`src/rtl/cwg_defs.svh`:
```
/*
  Register offsets, field positions, reset values and widths for the
  complementary waveform unit. Assumes APB byte addresses, one 32-bit word
  per register, and only definitions here.
*/
`ifndef CWG_DEFS_SVH
`define CWG_DEFS_SVH

// register byte offsets
`define OFS_CTRL0 12'h000
`define OFS_CTRL1 12'h004
`define OFS_STEER 12'h008
`define OFS_DBR 12'h00C
`define OFS_DBF 12'h010
`define OFS_ISEL 12'h014
`define OFS_SHDN 12'h018

// wave_ctrl0 fields
`define C0_EN 7
`define C0_LD 6
`define C0_MODE_HI 2
// wave_ctrl1 fields
`define C1_POL_HI 3
`define C1_RISE_EN 4
`define C1_FALL_EN 5
`define C1_IN_LVL 6
// shutdown register fields
`define SD_SW 7
`define SD_RESTART 6
`define SD_ACTIVE 5
`define SD_OVR_HI 3

`define DB_W 6
`define ISEL_W 4
`define SRC_N 16
`define RST_BYTE 8'h00
`define RST_DB 6'h00

`endif

```
`src/rtl/cwg_pkg.sv`:
```
/*
  Types shared by the complementary waveform unit.
  Assumes the constants header is included alongside.
*/
package cwg_pkg;
  // operating mode codes
  typedef enum logic [2:0] {
    MODE_STEER_NOW = 3'h0,
    MODE_STEER_SYNC = 3'h1,
    MODE_FULL_FWD = 3'h2,
    MODE_FULL_REV = 3'h3,
    MODE_HALF = 3'h4,
    MODE_PUSH_PULL = 3'h5
  } mode_e;

  // full-bridge direction state
  typedef enum logic [1:0] {
    DIR_FWD = 2'b01,
    DIR_REV = 2'b10
  } dir_e;

  // one bit per output pin
  typedef struct packed {
    logic a;
    logic b;
    logic c;
    logic d;
  } quad_s;
endpackage : cwg_pkg

```
`src/rtl/deadband_delay.sv`:
```
/*
  One dead-band timer: delays the rising edge of a level by a count of
  clock periods, falling edge passes after one cycle.
  Assumes level is synchronous to ref_clk.
*/
`timescale 1ns/1ps
`include "cwg_defs.svh"
module deadband_delay (
  // clock and reset
  input wire logic ref_clk,
  input wire logic rst,
  // control
  input wire logic clear,
  input wire logic [`DB_W-1:0] delay,
  // data
  input wire logic level,
  output logic delayed
);
  logic [`DB_W-1:0] cnt; // elapsed periods while level high
  logic [`DB_W-1:0] next_cnt;
  logic next_delayed;

  // count from zero up to the delay value, then pass the level
  always_comb begin
    next_cnt = cnt;
    next_delayed = 1'b0;
    if (clear || !level) begin
      next_cnt = `RST_DB;
    end else if (cnt == delay) begin
      next_delayed = 1'b1;
    end else begin
      next_cnt = cnt + 6'h01;
    end
  end

  always_ff @(posedge ref_clk or posedge rst) begin
    if (rst) begin
      cnt <= `RST_DB;
      delayed <= 1'b0;
    end else begin
      cnt <= next_cnt;
      delayed <= next_delayed;
    end
  end
endmodule : deadband_delay

```
`src/rtl/cwg_core.sv`:
```
/*
  Complementary waveform unit top: APB register file, input select,
  half-bridge, push-pull, full-bridge and steering modes, dead-band,
  polarity and auto-shutdown. Assumes all inputs synchronous to ref_clk.
*/
// Implementation choices: the address map and register access over APB.
`timescale 1ns/1ps
`include "cwg_defs.svh"
module cwg_core
  import cwg_pkg::*;
(
  // clock and reset
  input wire logic ref_clk,
  input wire logic rst,
  // apb slave
  input wire logic psel,
  input wire logic penable,
  input wire logic pwrite,
  input wire logic [11:0] paddr,
  input wire logic [31:0] pwdata,
  output logic [31:0] prdata,
  output logic pready,
  output logic pslverr,
  // waveform sources and fault input
  input wire logic [`SRC_N-1:0] src_in,
  input wire logic shutdown_n,
  // gate driver outputs
  output logic out_a,
  output logic out_b,
  output logic out_c,
  output logic out_d
);
  // software registers
  logic [7:0] wave_ctrl0, next_wave_ctrl0;
  logic [7:0] wave_ctrl1, next_wave_ctrl1;
  logic [7:0] steer_reg, next_steer_reg; // low nibble enables, high levels
  logic [`DB_W-1:0] rise_deadband_count, next_rise_deadband_count;
  logic [`DB_W-1:0] fall_deadband_count, next_fall_deadband_count;
  logic [`ISEL_W-1:0] waveform_input_select, next_waveform_input_select;
  logic [7:0] shdn_reg, next_shdn_reg;
  // working copies
  logic [`DB_W-1:0] rise_act, next_rise_act; // double-buffered delays
  logic [`DB_W-1:0] fall_act, next_fall_act;
  logic [3:0] steer_act, next_steer_act; // steering in force
  // waveform state
  logic data_q, next_data_q; // selected input, previous cycle
  logic pp_seq, next_pp_seq; // push-pull: next pulse goes to b
  logic pp_route, next_pp_route; // push-pull: current pulse on b
  dir_e fb_dir, next_fb_dir;
  logic fb_hold, next_fb_hold; // modulated output held for dead-band
  logic [`DB_W-1:0] fb_cnt, next_fb_cnt;
  quad_s outs, next_outs;
  // apb answer
  logic [31:0] next_prdata;
  logic next_pready, next_pslverr;

  // decoded controls
  logic en, data, rise_edge, fall_edge, sd_active, wr, rd_cycle, mapped;
  logic [8:0] rd_word; // read mux output, bit 8 marks a mapped offset
  mode_e mode;
  quad_s pol, steer_en, steer_lvl, ovr, raw;
  logic db_a, db_b;

  // polarity set means active-high; applied to a true (active) level
  function automatic logic pol_apply(input logic act, input logic p);
    pol_apply = p ? act : ~act;
  endfunction : pol_apply

  // register read mux, also used for the mapped check
  function automatic logic [8:0] reg_read(input logic [11:0] a);
    case (a)
      `OFS_CTRL0: reg_read = {1'b1, wave_ctrl0};
      `OFS_CTRL1: reg_read = {1'b1, wave_ctrl1[7] , data_q, wave_ctrl1[5:0]};
      `OFS_STEER: reg_read = {1'b1, steer_reg};
      `OFS_DBR: reg_read = {3'h4, rise_deadband_count};
      `OFS_DBF: reg_read = {3'h4, fall_deadband_count};
      `OFS_ISEL: reg_read = {5'h10, waveform_input_select};
      `OFS_SHDN: reg_read = {1'b1, shdn_reg[7:6], sd_active, shdn_reg[4:0]};
      default: reg_read = 9'h000;
    endcase
  endfunction : reg_read

  assign en = wave_ctrl0[`C0_EN];
  assign mode = mode_e'(wave_ctrl0[`C0_MODE_HI:0]);
  assign data = src_in[waveform_input_select];
  assign rise_edge = data & ~data_q;
  assign fall_edge = ~data & data_q;
  assign pol = quad_s'(wave_ctrl1[`C1_POL_HI:0]);
  // selection about to take hold, so a pin steered off at a rising input never shows a sliver
  assign steer_en = quad_s'(next_steer_act);
  assign steer_lvl = quad_s'(steer_reg[7:4]);
  assign ovr = quad_s'(shdn_reg[`SD_OVR_HI:0]);
  // software request or active-low fault pin
  assign sd_active = shdn_reg[`SD_SW] | ~shutdown_n;
  assign rd_cycle = psel & penable & ~pready;
  assign wr = psel & penable & pready & pwrite;

  // half-bridge dead-band: a waits on rising, b on falling input edge
  deadband_delay u_rise (
    .ref_clk(ref_clk),
    .rst(rst),
    .clear(~en),
    .delay(wave_ctrl1[`C1_RISE_EN] ? rise_act : `RST_DB),
    .level(data),
    .delayed(db_a)
  );
  deadband_delay u_fall (
    .ref_clk(ref_clk),
    .rst(rst),
    .clear(~en),
    .delay(wave_ctrl1[`C1_FALL_EN] ? fall_act : `RST_DB),
    .level(~data),
    .delayed(db_b)
  );

  // apb answer: one wait state, then data and pready together
  always_comb begin
    // mux evaluated here so it follows register contents, not just the address
    rd_word = reg_read(paddr);
    mapped = rd_word[8];
    next_pready = rd_cycle;
    next_prdata = 32'h0000_0000;
    next_pslverr = 1'b0;
    if (rd_cycle) begin
      next_prdata = {24'h00_0000, rd_word[7:0]};
      next_pslverr = ~mapped; // unmapped answers with an error
    end
  end

  // software registers, with hardware clears where the block owns them
  always_comb begin
    next_wave_ctrl0 = wave_ctrl0;
    next_wave_ctrl1 = wave_ctrl1;
    next_steer_reg = steer_reg;
    next_rise_deadband_count = rise_deadband_count;
    next_fall_deadband_count = fall_deadband_count;
    next_waveform_input_select = waveform_input_select;
    next_shdn_reg = shdn_reg;
    // hardware clears first, so a software write in the same cycle wins
    if (en && fall_edge) begin
      next_wave_ctrl0[`C0_LD] = 1'b0;
    end
    if (shdn_reg[`SD_RESTART] && rise_edge && shutdown_n) begin
      next_shdn_reg[`SD_SW] = 1'b0; // auto-restart on next rising input
    end
    if (wr) begin
      unique case (paddr)
        `OFS_CTRL0: next_wave_ctrl0 = {pwdata[7:6], 3'h0, pwdata[2:0]};
        `OFS_CTRL1: next_wave_ctrl1 = {2'h0, pwdata[5:0]};
        `OFS_STEER: next_steer_reg = pwdata[7:0];
        `OFS_DBR: next_rise_deadband_count = pwdata[`DB_W-1:0];
        `OFS_DBF: next_fall_deadband_count = pwdata[`DB_W-1:0];
        `OFS_ISEL: next_waveform_input_select = pwdata[`ISEL_W-1:0];
        `OFS_SHDN: next_shdn_reg = {pwdata[7:6], 2'h0, pwdata[3:0]};
        default: ; // unmapped writes are dropped
      endcase
    end
  end

  // double buffers and steering copy
  always_comb begin
    next_rise_act = rise_act;
    next_fall_act = fall_act;
    next_steer_act = steer_act;
    // delays load freely while disabled, else on load request at fall
    if (!en || (wave_ctrl0[`C0_LD] && fall_edge)) begin
      next_rise_act = rise_deadband_count;
      next_fall_act = fall_deadband_count;
    end
    if (mode == MODE_STEER_SYNC) begin
      if (rise_edge || !en) begin
        next_steer_act = steer_reg[3:0];
      end
    end else begin
      next_steer_act = steer_reg[3:0];
    end
  end

  // push-pull sequencer and full-bridge direction tracking
  always_comb begin
    next_data_q = data;
    next_pp_seq = pp_seq;
    next_pp_route = pp_route;
    next_fb_dir = fb_dir;
    next_fb_hold = fb_hold;
    next_fb_cnt = fb_cnt;
    if (!en || sd_active) begin
      next_pp_seq = 1'b0;
      next_pp_route = 1'b0;
    end else if (rise_edge) begin
      next_pp_route = pp_seq;
      next_pp_seq = ~pp_seq;
    end
    if (!en) begin
      // no dead-band on start-up, direction taken as written
      next_fb_dir = wave_ctrl0[0] ? DIR_REV : DIR_FWD;
      next_fb_hold = 1'b0;
      next_fb_cnt = `RST_DB;
    end else if (rise_edge && ((fb_dir == DIR_REV) != wave_ctrl0[0])) begin
      next_fb_dir = wave_ctrl0[0] ? DIR_REV : DIR_FWD;
      next_fb_hold = 1'b1;
      next_fb_cnt = `RST_DB;
    end else if (fb_hold && data) begin
      // reverse uses the rising timer, forward the falling one
      if (fb_cnt == (fb_dir == DIR_REV ? rise_act : fall_act)) begin
        next_fb_hold = 1'b0;
      end else begin
        next_fb_cnt = fb_cnt + 6'h01;
      end
    end
  end

  // raw active levels for the current mode, before polarity
  always_comb begin
    raw = '0;
    unique case (mode)
      MODE_HALF: begin
        raw = '{a: db_a, b: db_b, c: db_a, d: db_b};
      end
      MODE_PUSH_PULL: begin
        // route chosen at the rising input itself, so the other leg never blips
        raw.a = data & ~(rise_edge ? pp_seq : pp_route);
        raw.b = data & (rise_edge ? pp_seq : pp_route);
        raw.c = raw.a;
        raw.d = raw.b;
      end
      MODE_FULL_FWD, MODE_FULL_REV: begin
        // next direction, not the mode bit: a and c move at the rising edge and
        // the old modulated leg cannot fire once more while the bridge turns
        if (next_fb_dir == DIR_FWD) begin
          raw.a = 1'b1;
          raw.d = data & ~next_fb_hold;
        end else begin
          raw.c = 1'b1;
          raw.b = data & ~next_fb_hold;
        end
      end
      default: begin
        raw = '{a: data, b: data, c: data, d: data};
      end
    endcase
  end

  // final pin levels
  always_comb begin
    next_outs = '0;
    if (!en) begin
      next_outs = quad_s'(~pol);
    end else if (mode == MODE_STEER_NOW || mode == MODE_STEER_SYNC) begin
      for (int i = 0; i < 4; i++) begin
        if (!steer_en[i]) begin
          next_outs[i] = steer_lvl[i];
        end else if (sd_active) begin
          next_outs[i] = ovr[i]; // shutdown touches steered pins only
        end else begin
          next_outs[i] = pol_apply(raw[i], pol[i]);
        end
      end
    end else if (sd_active) begin
      next_outs = ovr;
    end else begin
      for (int i = 0; i < 4; i++) begin
        next_outs[i] = pol_apply(raw[i], pol[i]);
      end
    end
  end

  // all state registers
  always_ff @(posedge ref_clk or posedge rst) begin
    if (rst) begin
      wave_ctrl0 <= `RST_BYTE;
      wave_ctrl1 <= `RST_BYTE;
      steer_reg <= `RST_BYTE;
      rise_deadband_count <= `RST_DB;
      fall_deadband_count <= `RST_DB;
      waveform_input_select <= 4'h0;
      shdn_reg <= `RST_BYTE;
      rise_act <= `RST_DB;
      fall_act <= `RST_DB;
      steer_act <= 4'h0;
      data_q <= 1'b0;
      pp_seq <= 1'b0;
      pp_route <= 1'b0;
      fb_dir <= DIR_FWD;
      fb_hold <= 1'b0;
      fb_cnt <= `RST_DB;
      outs <= '0;
      prdata <= 32'h0000_0000;
      pready <= 1'b0;
      pslverr <= 1'b0;
    end else begin
      wave_ctrl0 <= next_wave_ctrl0;
      wave_ctrl1 <= next_wave_ctrl1;
      steer_reg <= next_steer_reg;
      rise_deadband_count <= next_rise_deadband_count;
      fall_deadband_count <= next_fall_deadband_count;
      waveform_input_select <= next_waveform_input_select;
      shdn_reg <= next_shdn_reg;
      rise_act <= next_rise_act;
      fall_act <= next_fall_act;
      steer_act <= next_steer_act;
      data_q <= next_data_q;
      pp_seq <= next_pp_seq;
      pp_route <= next_pp_route;
      fb_dir <= next_fb_dir;
      fb_hold <= next_fb_hold;
      fb_cnt <= next_fb_cnt;
      outs <= next_outs;
      prdata <= next_prdata;
      pready <= next_pready;
      pslverr <= next_pslverr;
    end
  end

  assign out_a = outs.a;
  assign out_b = outs.b;
  assign out_c = outs.c;
  assign out_d = outs.d;
endmodule : cwg_core

```
`config.mk`:
```
export PLATFORM = sky130hd
export DESIGN_NAME = cwg_core
export DESIGN_NICKNAME = d
export VERILOG_FILES = /design/src/rtl/cwg_pkg.sv /design/src/rtl/deadband_delay.sv /design/src/rtl/cwg_core.sv
export VERILOG_INCLUDE_DIRS = /design/src /design/src/rtl
export SDC_FILE = /design/constraint.sdc
export NUM_CORES = 1
export LEC_CHECK = 0
export BUFFER_PORTS_ARGS = -buffer_cell sky130_fd_sc_hd__buf_2
export CAP_MARGIN = 20
export CORE_MARGIN = 1
export CORE_UTILIZATION = 26
export DETAILED_ROUTE_END_ITERATION = 10
export HOLD_SLACK_MARGIN = 0.02
export SETUP_SLACK_MARGIN = 0.05
export SLEW_MARGIN = 20
export SYNTH_ARGS = -nofsm -noshare
export SYNTH_HDL_FRONTEND = slang
export SYNTH_SLANG_ARGS = --single-unit
```
`constraint.sdc`:
```
create_clock -name ref_clk -period 4.9 [get_ports ref_clk]
set_input_delay 0.98 -clock ref_clk [delete_from_list [all_inputs] [get_ports ref_clk]]
set_output_delay 0.98 -clock ref_clk [all_outputs]
set_load 0.02 [all_outputs]
```
==> out/results.txt, run 1 <==
Outcome: finished clean
Tcrit/Tclk final: 65.5%
PostCTS Resize Cnt: 0
Post-synth cell types: 61
Commonest non-fill, non-tap cell in the layout: dfrtp_1
Ys Warns: 0
Final cell count without fillers: 837
R2R depth: 8
Root buf cell: clkbuf_16
CP max FO: 10
Max-cap violations: 0
Detail Route Antenna Nets: 0
I/O pin cnt: 104
Reg clk slew, reported paths: 70 ps
Worst-margin pin slew: 952 ps
GR peak layer: met2
Pwr per Cell Area: 304 nW/µm²
Via density: 4.85
CP Capture Type: flip-flop
Core Box Area: 19800 µm²
Total power: 1.86 mW
Post-synth EDFFs: 0
WP data required: 5130 ps
Total negative setup slack: 0 ps
Met1 Usage GRT: 18.1%
Post-CTS Setup Bufs: 0
Diodes inserted: 0
Async SR Flop Fraction: 100%
CTS buffer count: 9
Placed inst area: 5800 µm²
Total GRT Usage: 12.9%
Post-Syn Instances: 515
Via Count: 4060
TritonCTS clock tree: yes
Row count: 51
Leading area contributor after synthesis: dfrtp_1
Clock latency on the worst-skew pair: 360 ps
Wire length per cell: 15.4 µm
Met2 GRT Util: 19.3%
Mapped Area: 5330 µm²
Class of the worst hold path: flip-flop to flip-flop
#FFs+latches synth: 97
Critical path type: primary input to flip-flop
Hold Path Cell Cnt: 1
Nets@finish: 636
# setup viols final: 0
Placed cells: 821
Vias in the first global route: 3899
Initial core utilization: 26.9%
Data arrival, critical path: 3440 ps
DRT iter0 DRCs: 340
# DRC: 0
Layout cell share with drive strength beyond 1: 25.7%
CTS Hold Bufs: 0
Yosys top cell area share: 45.1%
Slew Limit Fails: 0
Most frequent cells in the layout: 96 x dfrtp_1, 55 x buf_2, 54 x mux2_2, 48 x nor2_1, 40 x nand2_1
Met3 global-route usage: 2.86%
Final Instance Area: 6120 µm²
Top_reg_cell synth: dfrtp_1
Fraction of the yosys area taken by sequential cells: 45.6%
Top achievable clock speed: 0.312 GHz
Peak VDD IR: 0.150 mV
DRT Pass-1 Iters: 5
RSZ-0062 raised after global routing: false
Final HPWL DP: 9580 µm
Die Ht: 145 µm
Clock Path Buffers: 2
IO buf count: 55
Fillers: 2045
Total Wirelength: 12900 µm
Slew margin rel.: 36.5%
H-tree depth: 3
Clock Skew: 10.2 ps
Routability cong.: 0.833
Critical Path Source Type: primary input
Grt total ovfl: 0
Die area: 21100 µm²
Pin count of the biggest net entering global routing: 68
Die width: 145 µm
Min Tclk post-route: 3210 ps
Area Growth Syn to Fin: 14.9%
Fin. Hold Viols: 0
First-pass GRT wire length: 21400 µm
Sink Count: 97
Leak Pwr: 2.81 nW
Synth area leaders: dfrtp_1 45%, mux2_2 11%, buf_4 3.4%
Post-Syn Area per Cell: 10.3 µm²
Initial antenna violation count: 0
Final core occ: 30.9%
## path summary, 6_finish.rpt
kind / from / end / slack, ps
max in group asynchronous: rst / prdata[5]$_DFF_PP0_ / 3220
worst min-delay path: pready$_DFF_PP0_ / pslverr$_DFF_PP0_ / 480
worst min register to register: pready$_DFF_PP0_ / pslverr$_DFF_PP0_ / 480
worst max register to register: waveform_input_select[2]$_DFFE_PP0P_ / out_c$_DFF_PP0_ / 1770
worst max-delay path: src_in[14] / out_c$_DFF_PP0_ / 1690
min in group asynchronous: rst / pp_seq$_DFFE_PP0P_ / 780
## cell families after synthesis
| kind of cell | count (synthesis) | share of synthesized area, % |
|---|---|---|
| simple gates | 158 | 14.5 |
| xor+xnor | 28 | 4.60 |
| mux | 73 | 15.9 |
| fa+ha+maj | 3 | 0.705 |
| buf+inv | 61 | 6.32 |
| flops | 97 | 45.6 |
| compound gates | 94 | 12.3 |
| other cells | 1 | 0.0704 |
## synthesized netlist by cell type (6+ instances only)
cell type / instances
dfrtp_1: 96
mux2_2: 54
nor2_1: 48
nand2_1: 40
o21ai_0: 34
buf_4: 24
clkbuf_1: 17
xnor2_1: 16
mux2i_1: 15
inv_1: 14
nand3_1: 14
xor2_1: 12
nand4_1: 10
a22oi_1: 9
a21oi_1: 8
nor3_1: 8
nand3b_1: 7
a32oi_1: 6
nor4_1: 6
or3_1: 6
## layer usage
| metal | wire length (µm) | vias to the layer above |
|---|---|---|
| li1 | - | 1921 |
| met3 | 598 | 19 |
| met5 | 0 | - |
| met2 | 5900 | 123 |
| met1 | 6110 | 1997 |
| met4 | 259 | 0 |
## worst max-delay path, stage by stage
cell and delay (ps):
buf_2 100, mux4_2 470, o22ai_2 200, o32a_2 310, inv_4 100, a21o_1 300, a32oi_4 310, o21ai_1 140
a21o_1 190, a221oi_1 340
## report_power, final
part | switching, mW | internal (mW) | leakage, nW
clock | 0.335 | 0.406 | 0.147
combinational | 0.160 | 0.0985 | 1.36
sequential | 0.0307 | 0.830 | 1.31
## per-stage QoR
step	hold WS, ps	setup WS [ps]
3_3_place_gp	468	1360
3_5_place_dp	478	1340
6_report	485	1690
5_1_grt	506	1580
2_1_floorplan	467	1390
4_1_cts	485	1720
## final cells by class
class	instances	area [µm²]	share of cell area [%]
inverter	17	68.8	1.12
tap	265	332	5.42
timing repair buffer	62	328	5.36
sequential	97	2430	39.7
multi-input combinational	380	2650	43.3
clock inverter	7	90.1	1.47
clock buffer	9	225	3.68
No activity file was read; power rests on OpenSTA's default activity.
==> inputs of run 2 (changes only) <==
==> constraint.sdc (replaced) <==
create_clock -name ref_clk -period 3.2 [get_ports ref_clk]
set_input_delay 0.64 -clock ref_clk [delete_from_list [all_inputs] [get_ports ref_clk]]
set_output_delay 0.64 -clock ref_clk [all_outputs]
set_load 0.02 [all_outputs]
==> run 2 against run 1 <==
Clock power is 66% higher. Cell count rose by 1.3%. Die area unchanged. Register-to-register slack worse by 1500 ps. Largest power group unchanged. Global-route usage is 0.16 points higher. Via count rose by 0.17%. Highest routed layer unchanged. Setup slack got worse by 1400 ps. Flip-flop and latch count did not move. Clock skew is essentially flat. Critical path type is now flip-flop to flip-flop.
==> out/results.txt, run 2 (synthesized netlist as in run 1, its figures left out) <==
# DRC: 0 (unchanged)
CP Capture Type: flip-flop
Sink Count: 97 (unchanged)
Via Count: 4067 (+0.17%)
P_int: 2.17 mW (+62%)
Wire length per cell: 15.5 µm (+0.80%)
Routed length on met2: 6120 µm (+3.6%)
Uppermost layer routed: met4
Via density: 4.80 (-1.1%)
Total GRT Usage: 13.1% (+0.16 points)
Wire length on met1: 6240 µm (+2.1%)
DRT Pass-1 Iters: 5 (unchanged)
Outcome: finished clean
Pin count of the biggest net entering global routing: 66 (-2.9%)
Fin. Hold Viols: 0 (unchanged)
DRT iter0 DRCs: 270 (-21%)
Commonest non-fill, non-tap cell in the layout: dfrtp_1
Placed cells: 832 (+1.3%)
Total negative setup slack: 0 ps (unchanged)
Die area: 21100 µm² (unchanged)
IO buf count: 55 (unchanged)
DP Worst Slack: 140 ps (-1200 ps)
Initial antenna violation count: 0 (unchanged)
Pwr per Cell Area: 473 nW/µm² (+56%)
I/O pin cnt: 104 (unchanged)
Reg clk slew, reported paths: 70 ps (about the same)
Most frequent cells in the layout: 96 x dfrtp_1, 55 x buf_2, 54 x mux2_2, 48 x nor2_1, 40 x nand2_1
Final cell count without fillers: 848 (+1.3%)
Peak VDD IR: 0.293 mV (+96%)
Sw power: 787 µW (+50%)
Die width: 145 µm (unchanged)
Clock latency on the worst-skew pair: 350 ps (about the same)
Worst-margin pin slew: 753 ps (-199 ps)
CP max FO: 8 (-2)
Fillers: 2064 (+0.93%)
Top achievable clock speed: 0.340 GHz
Final HPWL DP: 9620 µm (+0.40%)
Row count: 51 (unchanged)
H-tree depth: 3 (unchanged)
Slew margin rel.: 49.7% (+13 points)
Clock Path Buffers: 2 (unchanged)
Min Tclk post-route: 2940 ps
Met3 WL post-DR: 651 µm (+8.9%)
Reg2reg setup slack: 260 ps (-1510 ps)
First-pass GRT wire length: 21600 µm (+1.1%)
Data arrival, critical path: 3160 ps (-280 ps)
Initial core utilization: 26.9% (unchanged)
Detail Route Antenna Nets: 0 (unchanged)
Area Growth Syn to Fin: 17.3%
Core Box Area: 19800 µm² (unchanged)
Switch share: 26.6% (-1.6 points)
Layout cell share with drive strength beyond 1: 27.1% (+1.4 points)
Sequential Power Share: 44.6% (-1.7 points)
Routability cong.: 0.833 (about the same)
Total Wirelength: 13100 µm (+2.1%)
Final WS setup: 258 ps (-1430 ps)
Grt total ovfl: 0 (unchanged)
Class of the worst hold path: primary input to asynchronous set/reset pin
TritonCTS clock tree: yes
Post-CTS Setup Bufs: 0 (unchanged)
Max-cap violations: 0 (unchanged)
Final core occ: 31.6% (+0.66 points)
Critical path type: flip-flop to flip-flop
CTS buffer count: 9 (unchanged)
Tcrit/Tclk final: 91.9%
Vias in the first global route: 3974 (+1.9%)
Clock Skew: 10.1 ps (-0.0947 ps)
Root buf cell: clkbuf_16
Clock power frac: 41.5% (+1.7 points)
RSZ-0062 raised after global routing: false
Diodes inserted: 0 (unchanged)
Critical Path Source Type: flip-flop
Comb pwr share: 13.9% (about the same)
Slew Limit Fails: 0 (unchanged)
WP data required: 3420 ps (-1710 ps)
# setup viols final: 0 (unchanged)
Nets@finish: 647 (+1.7%)
Die Ht: 145 µm (unchanged)
CTS Hold Bufs: 0 (unchanged)
Leak Pwr: 2.88 nW (+2.5%)
==> run 2: final cells by class <==
class	instances	area (µm²)	share of cell area, %
tap	265	332	5.31
clock buffer	11	253	4.04
sequential	97	2430	38.9
inverter	17	70.1	1.12
multi-input combinational	380	2660	42.5
clock inverter	5	85.1	1.36
timing repair buffer	73	423	6.77
==> run 2: critical path: stages, from the launching register on <==
cell	delay, ps
dfrtp_1	540
mux4_2	560
o22ai_2	240
o32ai_4	210
nor3_2	350
mux2i_1	270
a221oi_1	120
a21o_1	180
a221oi_1	330
==> run 2: power groups by stage <==
stage	registers (mW)	logic [mW]	clock network (mW)
after floorplan	1.33	0.330	0
after global placement	1.34	0.403	0
after detailed placement	1.34	0.408	0
after CTS	1.32	0.410	1.24
after global routing	1.32	0.459	1.29
final	1.32	0.412	1.23
==> run 2: per-stage QoR <==
stage          cell area [µm²]  total power [mW]  hold WS, ps
4_1_cts                   6240              2.97          439
3_3_place_gp              5900              1.74          466
6_report                  6250              2.96          405
2_1_floorplan             5420              1.66          467
3_5_place_dp              5900              1.75          468
5_1_grt                   6250              3.08          475
==> run 2: path summary, 6_finish.rpt <==
check                                                          start                  end  depth (start not counted)
worst min-delay path                                             rst      out_a$_DFF_PP0_                          2
worst max register to register  waveform_input_select[2]$_DFFE_PP0P_      out_c$_DFF_PP0_                          8
worst min register to register                      pready$_DFF_PP0_    pslverr$_DFF_PP0_                          1
min in group ref_clk                                pready$_DFF_PP0_    pslverr$_DFF_PP0_                          1
worst max-delay path            waveform_input_select[2]$_DFFE_PP0P_      out_c$_DFF_PP0_                          8
max in group asynchronous                                        rst  fb_dir[0]$_DFF_PP1_                          3
==> run 2: metal layers <==
layer | up-vias | track usage [%]
li1 | 1937 | -
met1 | 2023 | 18.5
met2 | 97 | 19.2
met3 | 10 | 3.02
met4 | 0 | 4.79
met5 | - | 0
==> run 2: what timing repair did <==
item | in CTS | in global routing
endpoints found under the hold margin | 0 | 0
gates resized for setup | 0 | 1
setup endpoints to repair | 0 | 1
==> inputs of run 3 (changes only) <==
--- a/config.mk
+++ b/config.mk
@@ -9,9 +9,10 @@
 export BUFFER_PORTS_ARGS = -buffer_cell sky130_fd_sc_hd__buf_2
 export CAP_MARGIN = 20
 export CORE_MARGIN = 1
-export CORE_UTILIZATION = 26
+export CORE_UTILIZATION = 55
 export DETAILED_ROUTE_END_ITERATION = 10
 export HOLD_SLACK_MARGIN = 0.02
+export PLACE_DENSITY = 0.8
 export SETUP_SLACK_MARGIN = 0.05
 export SLEW_MARGIN = 20
 export SYNTH_ARGS = -nofsm -noshare
==> run 3 against run 2 <==
Total power decreased by 10%. Register-to-register slack improved by 30 ps. Cell area decreased by 4.9%. Critical endpoint unchanged. Critical path type unchanged. Flip-flop and latch count unchanged. Core utilization increased by 32 points. Sequential power about the same. Largest power group unchanged. Combinational power decreased by 1%. Via count increased by 4.6%. Setup slack improved by 27 ps. Largest cell class unchanged. Critical path depth unchanged. Highest routed layer unchanged. Clock skew increased by 7.8 ps.
==> out/results.txt, run 3 (synthesized netlist as in run 1, its figures left out) <==
Max-cap violations: 0 (unchanged)
CP delay by family, top: compound AO/OA/AOI/OAI gates
CTS Hold Bufs: 0 (unchanged)
Leak Pwr: 2.82 nW (-2.4%)
Worst path slowest cell: mux4_2
CP max FO: 8 (unchanged)
Min Tclk post-route: 2910 ps (-27.0 ps)
Sw power: 765 µW (-2.8%)
# setup viols final: 0 (unchanged)
Fin. Hold Viols: 0 (unchanged)
CP peak stage delay: 560 ps (about the same)
Via density: 6.00 (+25%)
Reg clk slew, reported paths: 110 ps (+40 ps)
Area Growth Syn to Fin: 11.6%
Routability cong.: 0.896 (+7.6%)
Total Wirelength: 12800 µm (-2.3%)
Die width: 100 µm (-31%)
Root buf cell: clkbuf_8
DRT iter0 DRCs: 372 (+38%)
Slew margin rel.: 51.5% (+1.8 points)
Critical Path Source Type: flip-flop
Data arrival, critical path: 3160 ps (about the same)
Placed cells: 693 (-17%)
Detail Route Antenna Nets: 0 (unchanged)
DRT Pass-1 Iters: 4 (-1)
Via Count: 4256 (+4.6%)
# DRC: 0 (unchanged)
Class of the worst hold path: primary input to asynchronous set/reset pin
Core Box Area: 9330 µm² (-53%)
First-pass GRT wire length: 21000 µm (-2.7%)
H-tree depth: 3 (unchanged)
Most frequent cells in the layout: 96 x dfrtp_1, 55 x buf_2, 54 x mux2_2, 48 x nor2_1, 40 x nand2_1
Die area: 10100 µm² (-52%)
Pwr per Cell Area: 445 nW/µm² (-5.8%)
P_int: 1.88 mW (-13%)
Outcome: finished clean
Slew Limit Fails: 0 (unchanged)
CTS buffer count: 9 (unchanged)
Clock Skew: 17.9 ps (+7.82 ps)
Final core occ: 63.7% (+32 points)
Clock power frac: 34.8% (-6.7 points)
Worst-margin pin slew: 727 ps (-26.6 ps)
TritonCTS clock tree: yes
Sink Count: 97 (unchanged)
Row count: 35 (-31%)
Total negative setup slack: 0 ps (unchanged)
Layout cell share with drive strength beyond 1: 26.6% (-0.55 points)
Die Ht: 100 µm (-31%)
Wire length per cell: 18.1 µm (+17%)
Vias in the first global route: 4176 (+5.1%)
Nets@finish: 644 (-0.46%)
Sequential Power Share: 49.7% (+5.1 points)
Commonest non-fill, non-tap cell in the layout: dfrtp_1
Final HPWL DP: 9460 µm (-1.6%)
Comb pwr share: 15.4% (+1.5 points)
I/O pin cnt: 104 (unchanged)
Fillers: 744 (-64%)
Diodes inserted: 0 (unchanged)
Initial core utilization: 57.1% (+30 points)
Final cell count without fillers: 709 (-16%)
Peak VDD IR: 0.247 mV (-16%)
Pin count of the biggest net entering global routing: 58 (-12%)
Top achievable clock speed: 0.343 GHz (+0.93%)
WP data required: 3450 ps (+30 ps)
Clock latency on the worst-skew pair: 380 ps (+30 ps)
IO buf count: 55 (unchanged)
Critical path type: flip-flop to flip-flop
Grt total ovfl: 0 (unchanged)
Total GRT Usage: 27.2% (+14 points)
Number of buffer and inverter stages on the critical path: 0 (unchanged)
Worst path cell trace: mux4_2, o22ai_2, o32ai_4, nor3_2, mux2i_1, a221oi_1, a21o_1, a221oi_1
Initial antenna violation count: 0 (unchanged)
Tcrit/Tclk final: 91.1% (-0.85 points)
Clock Path Buffers: 2 (unchanged)
Post-CTS Setup Bufs: 0 (unchanged)
RSZ-0062 raised after global routing: false
Switch share: 28.9% (+2.3 points)
CP most frequent cell: a221oi_1
CP Capture Type: flip-flop
==> run 3: area by class of cell <==
| cell class | instances | area, µm² | share of cell area (%) |
|---|---|---|---|
| Tap cell | 129 | 161 | 2.72 |
| Clock buffer | 10 | 128 | 2.15 |
| Sequential cell | 97 | 2430 | 40.9 |
| Clock inverter | 6 | 96.3 | 1.62 |
| Inverter | 17 | 70.1 | 1.18 |
| Multi-Input combinational cell | 380 | 2660 | 44.7 |
| Timing Repair Buffer | 70 | 400 | 6.74 |
==> run 3: power groups by stage <==
stage	registers, mW	clock network (mW)	logic (mW)
floorplan	1.33	0	0.330
global placement	1.34	0	0.387
detailed placement	1.34	0	0.402
CTS	1.32	0.924	0.404
global route	1.32	0.969	0.451
finish	1.32	0.922	0.408
==> run 3: worst register-to-register path: stages (launching register included) <==
cell and delay [ps]:
dfrtp_1 540, mux4_2 560, o22ai_2 220, o32ai_4 210, nor3_2 310, mux2i_1 290, a221oi_1 130, a21o_1 200
a221oi_1 340
==> run 3: path summary, 6_finish.rpt <==
path	from	to	slack [ps]	cells past startpoint
min in group ref_clk	pready$_DFF_PP0_	pslverr$_DFF_PP0_	490	1
max in group asynchronous	rst	fall_act[0]$_DFFE_PP0P_	2190	3
hold / removal	rst	shdn_reg[6]$_DFFE_PP0P_	330	2
setup reg to reg	waveform_input_select[2]$_DFFE_PP0P_	out_c$_DFF_PP0_	290	8
hold reg to reg	pready$_DFF_PP0_	pslverr$_DFF_PP0_	490	1
setup / recovery	waveform_input_select[2]$_DFFE_PP0P_	out_c$_DFF_PP0_	290	8
==> run 3: repair_timing <==
item                                   CTS  global route
endpoints found under the hold margin    0             0
gates resized for setup                  0             1
setup endpoints to repair                0             2
==> run 3: through the flow <==
| stage | setup WS (ps) | hold slack [ps] | power [mW] | area (µm²) |
|---|---|---|---|---|
| after detailed placement | 101 | 483 | 1.74 | 5710 |
| after floorplan | 504 | 467 | 1.66 | 5420 |
| final | 285 | 325 | 2.65 | 5940 |
| after global routing | 141 | 374 | 2.74 | 5940 |
| after CTS | 175 | 345 | 2.64 | 5930 |
| after global placement | 146 | 464 | 1.72 | 5710 |
==> run 3: layer usage <==
layer | track usage [%] | wire length, µm | vias up
li1 | - | - | 1928
met1 | 36.1 | 5310 | 2079
met2 | 43.2 | 6150 | 223
met3 | 7.31 | 1120 | 26
met4 | 9.92 | 261 | 0
met5 | 0 | 0 | -
